File: src/hdl/gdf_pkg.sv
// Purpose: shared constants and carriers for the gate driver fault register bank
// Assumes: 125 MHz system clock, 8-bit registers behind a 16-bit serial frame
// Notes: every offset, field position, reset value and timing count lives here

package gdf_pkg;

  // ---------------------------------------------------------------
  // register offsets
  // ---------------------------------------------------------------
  localparam logic [6:0] OFS_SUPPLY_STATUS = 7'h01;
  localparam logic [6:0] OFS_PHASE_AB_STATUS = 7'h02;
  localparam logic [6:0] OFS_PHASE_C_STATUS = 7'h03;
  localparam logic [6:0] OFS_CONTROL_ONE = 7'h04;
  localparam logic [6:0] OFS_IC_CONTROL = 7'h06;

  // ---------------------------------------------------------------
  // reset values and valid bit masks
  // ---------------------------------------------------------------
  localparam logic [7:0] RST_STATUS = 8'h00;
  localparam logic [7:0] RST_CONTROL_ONE = 8'h00;
  localparam logic [7:0] MASK_SUPPLY = 8'hfc;
  localparam logic [7:0] MASK_PHASE_AB = 8'hff;
  localparam logic [7:0] MASK_PHASE_C = 8'hf7;
  localparam logic [7:0] MASK_REGULATOR = 8'he0;

  // ---------------------------------------------------------------
  // field positions
  // ---------------------------------------------------------------
  localparam int BIT_DRIVE_UV = 7;
  localparam int BIT_DRIVE_OV = 6;
  localparam int BIT_REG_OC = 5;
  localparam int BIT_CP_UV = 4;
  localparam int BIT_MOTOR_UV = 3;
  localparam int BIT_MOTOR_OV = 2;
  localparam int BIT_THERMAL_SD_RO = 1;
  localparam int BIT_WARN_REPORT = 0;
  localparam int BIT_CLEAR_FAULTS = 7;

  // ---------------------------------------------------------------
  // serial frame layout
  // ---------------------------------------------------------------
  localparam logic [4:0] FRAME_BITS = 5'h10;
  localparam logic [4:0] HEADER_BITS = 5'h08;
  localparam int BIT_FRAME_READ = 15;

  // ---------------------------------------------------------------
  // timing
  // ---------------------------------------------------------------
  localparam int CLK_PERIOD_NS = 8;
  localparam int SLEEP_TIME_NS = 850000;
  localparam int SLEEP_CYCLES = (SLEEP_TIME_NS + CLK_PERIOD_NS - 1) / CLK_PERIOD_NS;
  localparam int SLEEP_CNT_W = 17;

  // ---------------------------------------------------------------
  // carriers
  // ---------------------------------------------------------------
  typedef struct packed {
    logic [7:0] supply;
    logic [7:0] phase_ab;
    logic [7:0] phase_c_sense;
    logic thermal_warn;
    logic thermal_sd;
  } gdf_fault_det_s;

  typedef struct packed {
    logic drive_uv;
    logic drive_ov;
    logic reg_oc;
    logic cp_uv;
    logic motor_uv;
    logic motor_ov;
    logic thermal_sd;
  } gdf_protect_s;

endpackage

File: src/hdl/gdf_fault_bank.sv
// Purpose: fault status and first fault control registers of a gate driver
// Assumes: detector inputs are synchronous levels; enable pin synchronous
// Notes: registers reached over a 16-bit serial frame, read bit then 7-bit address
//
// How it works
// - supply status bits 7..4: drive uv, drive ov, regulator oc, pump uv.
// - supply status bit 3 motor uv, bit 2 motor ov, bits 1..0 zero.
// - clear command or long enable-low pulse clears every fault status register.
// - phase status bits 7..4 carry phase A drain and gate flags.
// - phase status bits 3..0 carry phase B drain and gate flags.
// - third status bits 7..4 phase C flags, bit 3 reads zero.
// - third status bits 2..0 flag sense channel one, two, three overcurrent.
// - status registers are read only and reset to zero.
// - control bits 7 and 6 make drive uv and ov report only.
// - control bit 5 makes regulator overcurrent report only.
// - control bits 4..2 make pump uv, motor uv, motor ov report only.
// - control bit 1 makes thermal shutdown report only.
// - warning report bit clear: warning shows only in its own flag.
// - warning report bit set: warning also drives fault pin and global flag.
// - first control register is read write and resets to zero.
// - global fault flag is the OR of all fault flags.
// - regulator summary flag ORs drive uv, drive ov, regulator oc.
// - clear command bit returns to zero by itself.
// - control register returns to reset value on sleep or shutdown.

`timescale 1ns/1ps
`default_nettype none

module gdf_fault_bank
#(
  parameter int SLEEP_CYCLES = gdf_pkg::SLEEP_CYCLES
)
(
  // clock and reset
  input wire logic clk_sys,
  input wire logic rst,
  // serial register port
  input wire logic spi_sclk,
  input wire logic spi_cs_n,
  input wire logic spi_mosi,
  output logic spi_miso,
  output logic spi_miso_oe,
  // device mode
  input wire logic enable_pin,
  input wire logic shutdown_req,
  // analog detectors
  input wire gdf_pkg::gdf_fault_det_s fault_det,
  // fault reporting and protective action
  output logic fault_output_low,
  output logic global_fault_flag,
  output logic regulator_summary_flag,
  output gdf_pkg::gdf_protect_s protect
);

  logic [6:0] reg_addr;
  logic [7:0] reg_wdata;
  logic reg_wr;
  logic [7:0] reg_rdata;

  logic [7:0] supply, next_supply;
  logic [7:0] phase_ab, next_phase_ab;
  logic [7:0] phase_c, next_phase_c;
  logic thermal_warning_flag, next_thermal_warning_flag;
  logic thermal_shutdown_flag, next_thermal_shutdown_flag;
  logic [7:0] control_one, next_control_one;
  logic clear_faults_command, next_clear_faults_command;
  logic [gdf_pkg::SLEEP_CNT_W-1:0] low_cnt, next_low_cnt;
  logic sleep_active, next_sleep_active;
  logic next_fault_output_low, next_global, next_regulator;
  gdf_pkg::gdf_protect_s next_protect;
  logic clear_all, any_fault;

  // sticky update where a new event beats the clear
  function automatic logic [7:0] sticky(input logic [7:0] flags, input logic [7:0] ev,
                                        input logic [7:0] mask, input logic clr);
    sticky = clr ? (ev & mask) : ((flags | ev) & mask);
  endfunction

  function automatic logic wr_hit(input logic wr, input logic [6:0] a, input logic [6:0] ofs);
    wr_hit = wr && (a == ofs);
  endfunction

  // ---------------------------------------------------------------
  // serial slave
  // ---------------------------------------------------------------
  gdf_spi_slave gdf_spi_slave_inst
  (
    .clk_sys(clk_sys),
    .rst(rst),
    .spi_sclk(spi_sclk),
    .spi_cs_n(spi_cs_n),
    .spi_mosi(spi_mosi),
    .spi_miso(spi_miso),
    .spi_miso_oe(spi_miso_oe),
    .reg_addr(reg_addr),
    .reg_wdata(reg_wdata),
    .reg_wr(reg_wr),
    .reg_rdata(reg_rdata)
  );

  // ---------------------------------------------------------------
  // read mux
  // ---------------------------------------------------------------
  always_comb
  begin
    unique case (reg_addr)
      gdf_pkg::OFS_SUPPLY_STATUS: reg_rdata = supply;
      gdf_pkg::OFS_PHASE_AB_STATUS: reg_rdata = phase_ab;
      gdf_pkg::OFS_PHASE_C_STATUS: reg_rdata = phase_c;
      gdf_pkg::OFS_CONTROL_ONE: reg_rdata = control_one;
      // the clear bit always reads back as zero
      default: reg_rdata = 8'h00;
    endcase
  end

  // ---------------------------------------------------------------
  // sleep detect on enable pin
  // ---------------------------------------------------------------
  always_comb
  begin
    next_low_cnt = low_cnt;
    next_sleep_active = sleep_active;
    if (enable_pin)
    begin
      next_low_cnt = '0;
      next_sleep_active = 1'b0;
    end
    else if (low_cnt != SLEEP_CYCLES[gdf_pkg::SLEEP_CNT_W-1:0])
    begin
      next_low_cnt = low_cnt + 1'b1;
    end
    else
    begin
      // strictly longer than the sleep time
      next_sleep_active = 1'b1;
    end
  end

  always_ff @(posedge clk_sys or posedge rst)
  begin
    if (rst)
    begin
      low_cnt <= '0;
      sleep_active <= 1'b0;
    end
    else
    begin
      low_cnt <= next_low_cnt;
      sleep_active <= next_sleep_active;
    end
  end

  // ---------------------------------------------------------------
  // fault status and control registers
  // ---------------------------------------------------------------
  always_comb
  begin
    clear_all = clear_faults_command | sleep_active;
    next_supply = sticky(supply, fault_det.supply, gdf_pkg::MASK_SUPPLY, clear_all);
    next_phase_ab = sticky(phase_ab, fault_det.phase_ab, gdf_pkg::MASK_PHASE_AB, clear_all);
    next_phase_c = sticky(phase_c, fault_det.phase_c_sense, gdf_pkg::MASK_PHASE_C, clear_all);
    next_thermal_warning_flag = fault_det.thermal_warn | (thermal_warning_flag & ~clear_all);
    next_thermal_shutdown_flag = fault_det.thermal_sd | (thermal_shutdown_flag & ~clear_all);
    next_control_one = control_one;
    if (wr_hit(reg_wr, reg_addr, gdf_pkg::OFS_CONTROL_ONE))
    begin
      next_control_one = reg_wdata;
    end
    if (sleep_active || shutdown_req)
    begin
      next_control_one = gdf_pkg::RST_CONTROL_ONE;
    end
    next_clear_faults_command = wr_hit(reg_wr, reg_addr, gdf_pkg::OFS_IC_CONTROL) &&
                                reg_wdata[gdf_pkg::BIT_CLEAR_FAULTS];
  end

  always_ff @(posedge clk_sys or posedge rst)
  begin
    if (rst)
    begin
      supply <= gdf_pkg::RST_STATUS;
      phase_ab <= gdf_pkg::RST_STATUS;
      phase_c <= gdf_pkg::RST_STATUS;
      thermal_warning_flag <= 1'b0;
      thermal_shutdown_flag <= 1'b0;
      control_one <= gdf_pkg::RST_CONTROL_ONE;
      clear_faults_command <= 1'b0;
    end
    else
    begin
      supply <= next_supply;
      phase_ab <= next_phase_ab;
      phase_c <= next_phase_c;
      thermal_warning_flag <= next_thermal_warning_flag;
      thermal_shutdown_flag <= next_thermal_shutdown_flag;
      control_one <= next_control_one;
      clear_faults_command <= next_clear_faults_command;
    end
  end

  // ---------------------------------------------------------------
  // reporting and protection outputs
  // ---------------------------------------------------------------
  always_comb
  begin
    // warning joins the report only when selected
    any_fault = (|supply) | (|phase_ab) | (|phase_c) | thermal_shutdown_flag |
                (thermal_warning_flag & control_one[gdf_pkg::BIT_WARN_REPORT]);
    next_global = any_fault;
    next_fault_output_low = ~any_fault;
    next_regulator = |(supply & gdf_pkg::MASK_REGULATOR);
    // live conditions gated by report-only bits
    next_protect.drive_uv = fault_det.supply[gdf_pkg::BIT_DRIVE_UV] &
                            ~control_one[gdf_pkg::BIT_DRIVE_UV];
    next_protect.drive_ov = fault_det.supply[gdf_pkg::BIT_DRIVE_OV] &
                            ~control_one[gdf_pkg::BIT_DRIVE_OV];
    next_protect.reg_oc = fault_det.supply[gdf_pkg::BIT_REG_OC] &
                          ~control_one[gdf_pkg::BIT_REG_OC];
    next_protect.cp_uv = fault_det.supply[gdf_pkg::BIT_CP_UV] &
                         ~control_one[gdf_pkg::BIT_CP_UV];
    next_protect.motor_uv = fault_det.supply[gdf_pkg::BIT_MOTOR_UV] &
                            ~control_one[gdf_pkg::BIT_MOTOR_UV];
    next_protect.motor_ov = fault_det.supply[gdf_pkg::BIT_MOTOR_OV] &
                            ~control_one[gdf_pkg::BIT_MOTOR_OV];
    next_protect.thermal_sd = fault_det.thermal_sd &
                              ~control_one[gdf_pkg::BIT_THERMAL_SD_RO];
  end

  always_ff @(posedge clk_sys or posedge rst)
  begin
    if (rst)
    begin
      global_fault_flag <= 1'b0;
      fault_output_low <= 1'b1;
      regulator_summary_flag <= 1'b0;
      protect <= '0;
    end
    else
    begin
      global_fault_flag <= next_global;
      fault_output_low <= next_fault_output_low;
      regulator_summary_flag <= next_regulator;
      protect <= next_protect;
    end
  end

  // ---------------------------------------------------------------
  // assertions
  // ---------------------------------------------------------------
  property p_unassigned_zero;
    @(posedge clk_sys) disable iff (rst)
    supply[1:0] == 2'b00 && phase_c[3] == 1'b0;
  endproperty
  a_unassigned_zero: assert property (p_unassigned_zero)
    else $error("unassigned status bit set");

  property p_clear_cmd;
    @(posedge clk_sys) disable iff (rst)
    clear_faults_command |=> supply == ($past(fault_det.supply) & 8'hfc) &&
                             phase_ab == $past(fault_det.phase_ab);
  endproperty
  a_clear_cmd: assert property (p_clear_cmd)
    else $error("clear command did not clear status");

  property p_self_clear;
    @(posedge clk_sys) disable iff (rst)
    clear_faults_command |=> !clear_faults_command;
  endproperty
  a_self_clear: assert property (p_self_clear)
    else $error("clear command bit did not return to zero");

  property p_sticky;
    @(posedge clk_sys) disable iff (rst)
    (phase_c[7] && !clear_faults_command && !sleep_active) |=> phase_c[7];
  endproperty
  a_sticky: assert property (p_sticky)
    else $error("fault flag dropped without a clear");

  property p_sleep_ctrl;
    @(posedge clk_sys) disable iff (rst)
    (sleep_active || shutdown_req) |=> control_one == 8'h00;
  endproperty
  a_sleep_ctrl: assert property (p_sleep_ctrl)
    else $error("control register kept value in sleep");

  property p_ctrl_write;
    @(posedge clk_sys) disable iff (rst)
    (reg_wr && reg_addr == 7'h04 && !sleep_active && !shutdown_req) |=>
      control_one == $past(reg_wdata);
  endproperty
  a_ctrl_write: assert property (p_ctrl_write)
    else $error("control write not stored");

  property p_ro_write;
    @(posedge clk_sys) disable iff (rst)
    (reg_wr && reg_addr == 7'h01 && fault_det.supply == 8'h00 && !clear_all) |=>
      $stable(supply);
  endproperty
  a_ro_write: assert property (p_ro_write)
    else $error("write changed a status register");

  property p_regulator;
    @(posedge clk_sys) disable iff (rst)
    ##1 regulator_summary_flag == ($past(supply[7]) | $past(supply[6]) | $past(supply[5]));
  endproperty
  a_regulator: assert property (p_regulator)
    else $error("regulator summary mismatch");

  property p_pin_follows_global;
    @(posedge clk_sys) disable iff (rst)
    ##1 global_fault_flag == ((|$past(supply)) | (|$past(phase_ab)) | (|$past(phase_c)) |
      $past(thermal_shutdown_flag) | ($past(thermal_warning_flag) & $past(control_one[0])))
      && fault_output_low == !global_fault_flag;
  endproperty
  a_pin_follows_global: assert property (p_pin_follows_global)
    else $error("fault pin and global flag disagree");

  property p_warn_report;
    @(posedge clk_sys) disable iff (rst)
    (thermal_warning_flag && control_one[0]) |=> !fault_output_low;
  endproperty
  a_warn_report: assert property (p_warn_report)
    else $error("reported warning did not drive fault pin");

  property p_drive_uv_only;
    @(posedge clk_sys) disable iff (rst)
    ##1 protect.drive_uv == ($past(fault_det.supply[7]) && !$past(control_one[7]));
  endproperty
  a_drive_uv_only: assert property (p_drive_uv_only)
    else $error("drive undervoltage action wrong");

  property p_thermal_sd_only;
    @(posedge clk_sys) disable iff (rst)
    control_one[1] |=> !protect.thermal_sd;
  endproperty
  a_thermal_sd_only: assert property (p_thermal_sd_only)
    else $error("thermal shutdown acted in report-only mode");

endmodule // gdf_fault_bank

`default_nettype wire

File: src/hdl/gdf_spi_slave.sv
// Purpose: serial slave framing, mode 0, 16-bit frames
// Assumes: sclk, cs_n and mosi already synchronous to clk_sys and slower than clk/4
// Notes: a frame shorter than 16 bits is dropped when chip select rises; bits past the sixteenth are ignored

`timescale 1ns/1ps
`default_nettype none

module gdf_spi_slave
(
  // clock and reset
  input wire logic clk_sys,
  input wire logic rst,
  // serial pins
  input wire logic spi_sclk,
  input wire logic spi_cs_n,
  input wire logic spi_mosi,
  output logic spi_miso,
  output logic spi_miso_oe,
  // register side
  output logic [6:0] reg_addr,
  output logic [7:0] reg_wdata,
  output logic reg_wr,
  input wire logic [7:0] reg_rdata
);

  logic sclk_q, next_sclk_q;
  logic cs_q, next_cs_q;
  logic [4:0] bit_cnt, next_bit_cnt;
  logic [15:0] shin, next_shin;
  logic [7:0] txsh, next_txsh;
  logic next_oe, next_wr;
  logic [6:0] next_addr;
  logic [7:0] next_wdata;
  logic rise, fall;

  // ---------------------------------------------------------------
  // frame shifter
  // ---------------------------------------------------------------
  always_comb
  begin
    rise = spi_sclk & ~sclk_q;
    fall = ~spi_sclk & sclk_q;
    next_sclk_q = spi_sclk;
    next_cs_q = spi_cs_n;
    next_bit_cnt = bit_cnt;
    next_shin = shin;
    next_txsh = txsh;
    next_addr = reg_addr;
    next_wdata = reg_wdata;
    next_wr = 1'b0;
    next_oe = ~spi_cs_n;
    if (spi_cs_n)
    begin
      next_bit_cnt = 5'h00;
      // commit only a complete write frame
      if (!cs_q && bit_cnt == gdf_pkg::FRAME_BITS && !shin[gdf_pkg::BIT_FRAME_READ])
      begin
        next_wr = 1'b1;
        next_wdata = shin[7:0];
      end
    end
    else
    begin
      if (rise && bit_cnt != gdf_pkg::FRAME_BITS)
      begin
        next_shin = {shin[14:0], spi_mosi};
        next_bit_cnt = bit_cnt + 5'h01;
        if (bit_cnt == gdf_pkg::HEADER_BITS - 5'h01)
        begin
          next_addr = {shin[5:0], spi_mosi};
        end
      end
      // read data must be on the wire before the ninth rising edge
      if (fall && bit_cnt == gdf_pkg::HEADER_BITS)
      begin
        next_txsh = reg_rdata;
      end
      else if (fall && bit_cnt > gdf_pkg::HEADER_BITS)
      begin
        next_txsh = {txsh[6:0], 1'b0};
      end
    end
  end

  always_ff @(posedge clk_sys or posedge rst)
  begin
    if (rst)
    begin
      sclk_q <= 1'b0;
      cs_q <= 1'b1;
      bit_cnt <= 5'h00;
      shin <= 16'h0000;
      txsh <= 8'h00;
      reg_addr <= 7'h00;
      reg_wdata <= 8'h00;
      reg_wr <= 1'b0;
      spi_miso_oe <= 1'b0;
    end
    else
    begin
      sclk_q <= next_sclk_q;
      cs_q <= next_cs_q;
      bit_cnt <= next_bit_cnt;
      shin <= next_shin;
      txsh <= next_txsh;
      reg_addr <= next_addr;
      reg_wdata <= next_wdata;
      reg_wr <= next_wr;
      spi_miso_oe <= next_oe;
    end
  end

  assign spi_miso = txsh[7];

endmodule // gdf_spi_slave

`default_nettype wire

File: config.mk
export PLATFORM = sky130hd
export DESIGN_NAME = gdf_fault_bank
export DESIGN_NICKNAME = d
export VERILOG_FILES = /design/src/hdl/gdf_pkg.sv /design/src/hdl/gdf_fault_bank.sv /design/src/hdl/gdf_spi_slave.sv
export SDC_FILE = /design/constraint.sdc
export NUM_CORES = 1
export LEC_CHECK = 0
export BUFFER_PORTS_ARGS = -buffer_cell sky130_fd_sc_hd__buf_2
export CAP_MARGIN = 20
export CELL_PAD_IN_SITES_DETAIL_PLACEMENT = 2
export CELL_PAD_IN_SITES_GLOBAL_PLACEMENT = 2
export CORE_MARGIN = 2
export CORE_UTILIZATION = 43
export CTS_CLUSTER_DIAMETER = 100
export DETAILED_ROUTE_END_ITERATION = 16
export GPL_TIMING_DRIVEN = 0
export HOLD_SLACK_MARGIN = 0.12
export PLACE_DENSITY_LB_ADDON = 0.1
export RECOVER_POWER = 25
export SETUP_SLACK_MARGIN = 0.1
export SLEW_MARGIN = 20
export SYNTH_ARGS = -nofsm -noshare
export SYNTH_HDL_FRONTEND = slang
export SYNTH_SLANG_ARGS = --single-unit
export TNS_END_PERCENT = 5
File: constraint.sdc
create_clock -name clk_sys -period 7.77 [get_ports clk_sys]
set_input_delay 1.554 -clock clk_sys [delete_from_list [all_inputs] [get_ports clk_sys]]
set_output_delay 1.554 -clock clk_sys [all_outputs]
set_load 0.02 [all_outputs]
==> results.json <==
{
  "worst_setup_hold_path_clk_slew_ns": 0.09,
  "number_of_antenna_violations_at_the_first_check_in_global_routing": 0,
  "core_area_um2": 10700,
  "crit_slowest_cell": "nor2b_1",
  "gp_congestion": 0.798,
  "routedWlPerCell_um": 19.2,
  "timing.final.crit_share": 0.374,
  "y_dimension_of_the_die_um": 108,
  "worst-path-max-fanout": 8,
  "rows": 38,
  "timing.critical_path.cells": "clkbuf_1 -> nor2b_1 -> and3_1 -> buf_6 -> and4_4 -> buf_6 -> mux2_4",
  "post_cts.resized_instances": 0,
  "final_max_slew_viol_count": 0,
  "final_nets": 463,
  "min_path_type": "reg2reg",
  "max-cap-violations": 0,
  "r2r.worst_path.cells": 5,
  "outcome": "completed",
  "cts_sinks": 108,
  "reg2reg_setup_slack_ns": 5.38,
  "maximum_number_of_pins_on_one_net_before_global_route_repair": 81,
  "hold_end": "thermal_shutdown_flag",
  "synth_top_family_by_area": "simple AND/OR/NAND/NOR gates",
  "vias": 3071,
  "power_leakage_uw": 0.00218,
  "stdcell_area_um2": 5240,
  "worstSetupStartpointType": "input pin",
  "tritoncts": "built",
  "fin_hold_ws_ns": 0.502,
  "die-width_um": 108,
  "finClkSkew_ns": 0.0124,
  "drt_iter0_drc": 128,
  "grt_pass1_vias": 3421,
  "min_path_cells": 1,
  "synth_edf_count": 0,
  "post_synth_num_cell_types": 49,
  "port_buffers": 41,
  "final_common_cell": "dfrtp_1",
  "mean_cell_area_of_the_mapped_netlist_um2": 12.5,
  "finalHoldViolCount": 0,
  "synth_area_um2": 4680,
  "startpoint_of_the_lowest_slack_hold_path": "thermal_shutdown_flag",
  "synth.net_count": 410,
  "cts_setup_buffers": 0,
  "cts_max_path_buffers": 2,
  "synth_seq_area_share": 0.578,
  "endpoint_kind": "flip-flop",
  "min_tclk_post_route_ns": 2.91,
  "total_power_uw": 1010,
  "cts_buffers": 9,
  "grt_util_all_layers": 0.208,
  "dieArea_um2": 11700,
  "worst_setup_path_startpoint": "spi_sclk",
  "routed_wirelength_um": 11000,
  "layout.cells.most_common_list": "dfrtp_1, buf_2, nor2_1, mux2_2, a21o_1",
  "criticalPathCategory": "in2reg",
  "finish.utilization": 0.487,
  "drive_gt1_frac": 0.233,
  "post_drt_via_cell_ratio": 5.39,
  "detail_route.drc_violations": 0,
  "postCtsHoldBufs": 0,
  "fmaxAchievable_mhz": 344,
  "yosys.area_share.simple": 0.141,
  "regArea_um2": 2710,
  "yosys_most_used_dff": "dfrtp_1",
  "ir_drop_mv": 0.147,
  "floorplan.initialDensity": 0.435,
  "post_dp_cell_area_um2": 5090,
  "synth_compound_gate_area_share": 0.0966,
  "yosys_warnings": 0,
  "fill_cells": 1111,
  "synth.mux.area_fraction": 0.116,
  "syn_inst": 373,
  "critPathRequiredTime_ns": 8.05,
  "boundaryPins": 45,
  "grt_pass1_wl_um": 18300,
  "multiInputGateArea_um2": 1820,
  "maximum_level_of_the_cts_h_tree": 3,
  "cp_data_arrival_time_ns": 3.18,
  "synthToLayoutAreaGrowth_pct": 12.0,
  "post_synth_xor_area_fraction": 0.0281,
  "root_buffer": "clkbuf_8",
  "detail_route.first_pass.iterations": 4,
  "antenna-diode-count": 0,
  "rr_startpoint": "gdf_spi_slave_inst.reg_addr[3]",
  "setup_tns_ns": 0,
  "grt_overflow_total": 0,
  "slew_headroom": 0.0635,
  "rsz0062_at_grt": "no",
  "reg2reg_to": "control_one[7]",
  "max_slew.worst_pin.slew_ns": 1.40,
  "async_flop_share": 1.00,
  "critical_path.most_common_cell": "buf_6",
  "clock_insertion_delay_worst_skew_ns": 0.39,
  "post-dp-hpwl_um": 7910,
  "setup_violating_endpoint_count_in_the_final_report": 0,
  "synthAdderAreaFrac": 0.0107,
  "route.antenna.remaining_nets": 0,
  "crit_path_max_incr_delay_ns": 0.45,
  "postSynthRegisterBits": 108,
  "power.density_nw_per_um2": 193
}
-- through the flow --
| step | std cells | setup WS [ns] |
|---|---|---|
| 2_1_floorplan | 373 | 3.37 |
| 5_1_grt | 570 | 4.79 |
| 3_3_place_gp | 554 | 2.03 |
| 4_1_cts | 570 | 4.92 |
| 3_5_place_dp | 555 | 4.51 |
| 6_report | 570 | 4.86 |
-- power by group --
part / switching [µW] / leakage, µW / internal [µW]
logic: 33.1 / 0.000753 / 30.2
clock network: 180 / 0.0000935 / 156
registers: 23.7 / 0.00133 / 586
-- worst max-delay path, delay by kind of cell --
kind          cells  cell delay (ns)
mux               1             0.31
simple gates      3             0.92
buf+inv           3             0.39
-- cells by family after synthesis --
family                     count (synthesis)
muxes                                     46
and+or+nand+nor                          109
DFF                                      108
AOI/OAI and AO/OA                         64
xor gates and xnor gates                  15
adders and majority gates                  4
buffers and inverters                     27
-- layout make-up --
type / count / share of cell area
timing repair buffer: 42 / 0.0425
buffer: 16 / 0.0172
clock inverter: 2 / 0.00669
tap: 140 / 0.0334
sequential: 108 / 0.516
multi-input combinational: 238 / 0.347
clock buffer: 13 / 0.0284
inverter: 11 / 0.00812
-- synthesized netlist by cell type, types with 2 or more instances --
cell type | n | area [µm²]
ha_1 | 4 | 50.1
dfstp_2 | 2 | 52.6
mux2_2 | 25 | 282
or3_1 | 6 | 37.5
and3_1 | 2 | 12.5
a21o_1 | 23 | 173
dfrtp_1 | 106 | 2650
nor2b_1 | 13 | 81.3
mux2_4 | 10 | 150
nor3b_1 | 2 | 15.0
o21a_1 | 3 | 22.5
a22oi_1 | 15 | 113
nand3_1 | 10 | 50.1
nor4b_1 | 2 | 17.5
o22a_1 | 3 | 26.3
xnor2_1 | 11 | 96.3
nor3_1 | 3 | 15.0
nor2_1 | 33 | 124
nor4_1 | 7 | 43.8
o21ai_1 | 2 | 10.0
buf_6 | 4 | 45.0
clkbuf_1 | 6 | 22.5
xor2_1 | 4 | 35.0
or4_1 | 2 | 15.0
nand2b_1 | 2 | 12.5
a21oi_1 | 5 | 25.0
nor4_2 | 2 | 25.0
buf_1 | 2 | 7.51
nand2_1 | 9 | 33.8
mux2i_1 | 11 | 110
a2bb2oi_1 | 2 | 17.5
buf_2 | 2 | 10.0
inv_1 | 11 | 41.3
o21ai_0 | 8 | 40.0
nand4_1 | 7 | 43.8
-- worst max path at each step --
stage | to | slack [ns]
4_1_cts | gdf_spi_slave_inst.reg_addr[5] | 4.92
6_report | gdf_spi_slave_inst.reg_addr[5] | 4.86
3_5_place_dp | gdf_spi_slave_inst.reg_addr[5] | 4.51
3_3_place_gp | global_fault_flag | 2.03
2_1_floorplan | clear_faults_command | 3.37
5_1_grt | gdf_spi_slave_inst.reg_addr[5] | 4.79
-- state kept, by name (all words and copies together) (netlist names), 5 cells and up --
register                      count
gdf_spi_slave_inst.reg_wdata      8
phase_c                           7
supply                            6
low_cnt                          17
gdf_spi_slave_inst.txsh           8
protect                           7
control_one                       8
gdf_spi_slave_inst.bit_cnt        5
gdf_spi_slave_inst.shin          16
gdf_spi_slave_inst.reg_addr       7
phase_ab                          8
-- routing by layer --
layer  vias up  global-route usage  routed length (µm)
li1       1430                   -                   -
met1      1592               0.260                4810
met2        38               0.356                5630
met3        11              0.0458                 320
met4         0              0.0705                 191
met5         -                   0                   0
No activity file was read; power rests on OpenSTA's default activity.
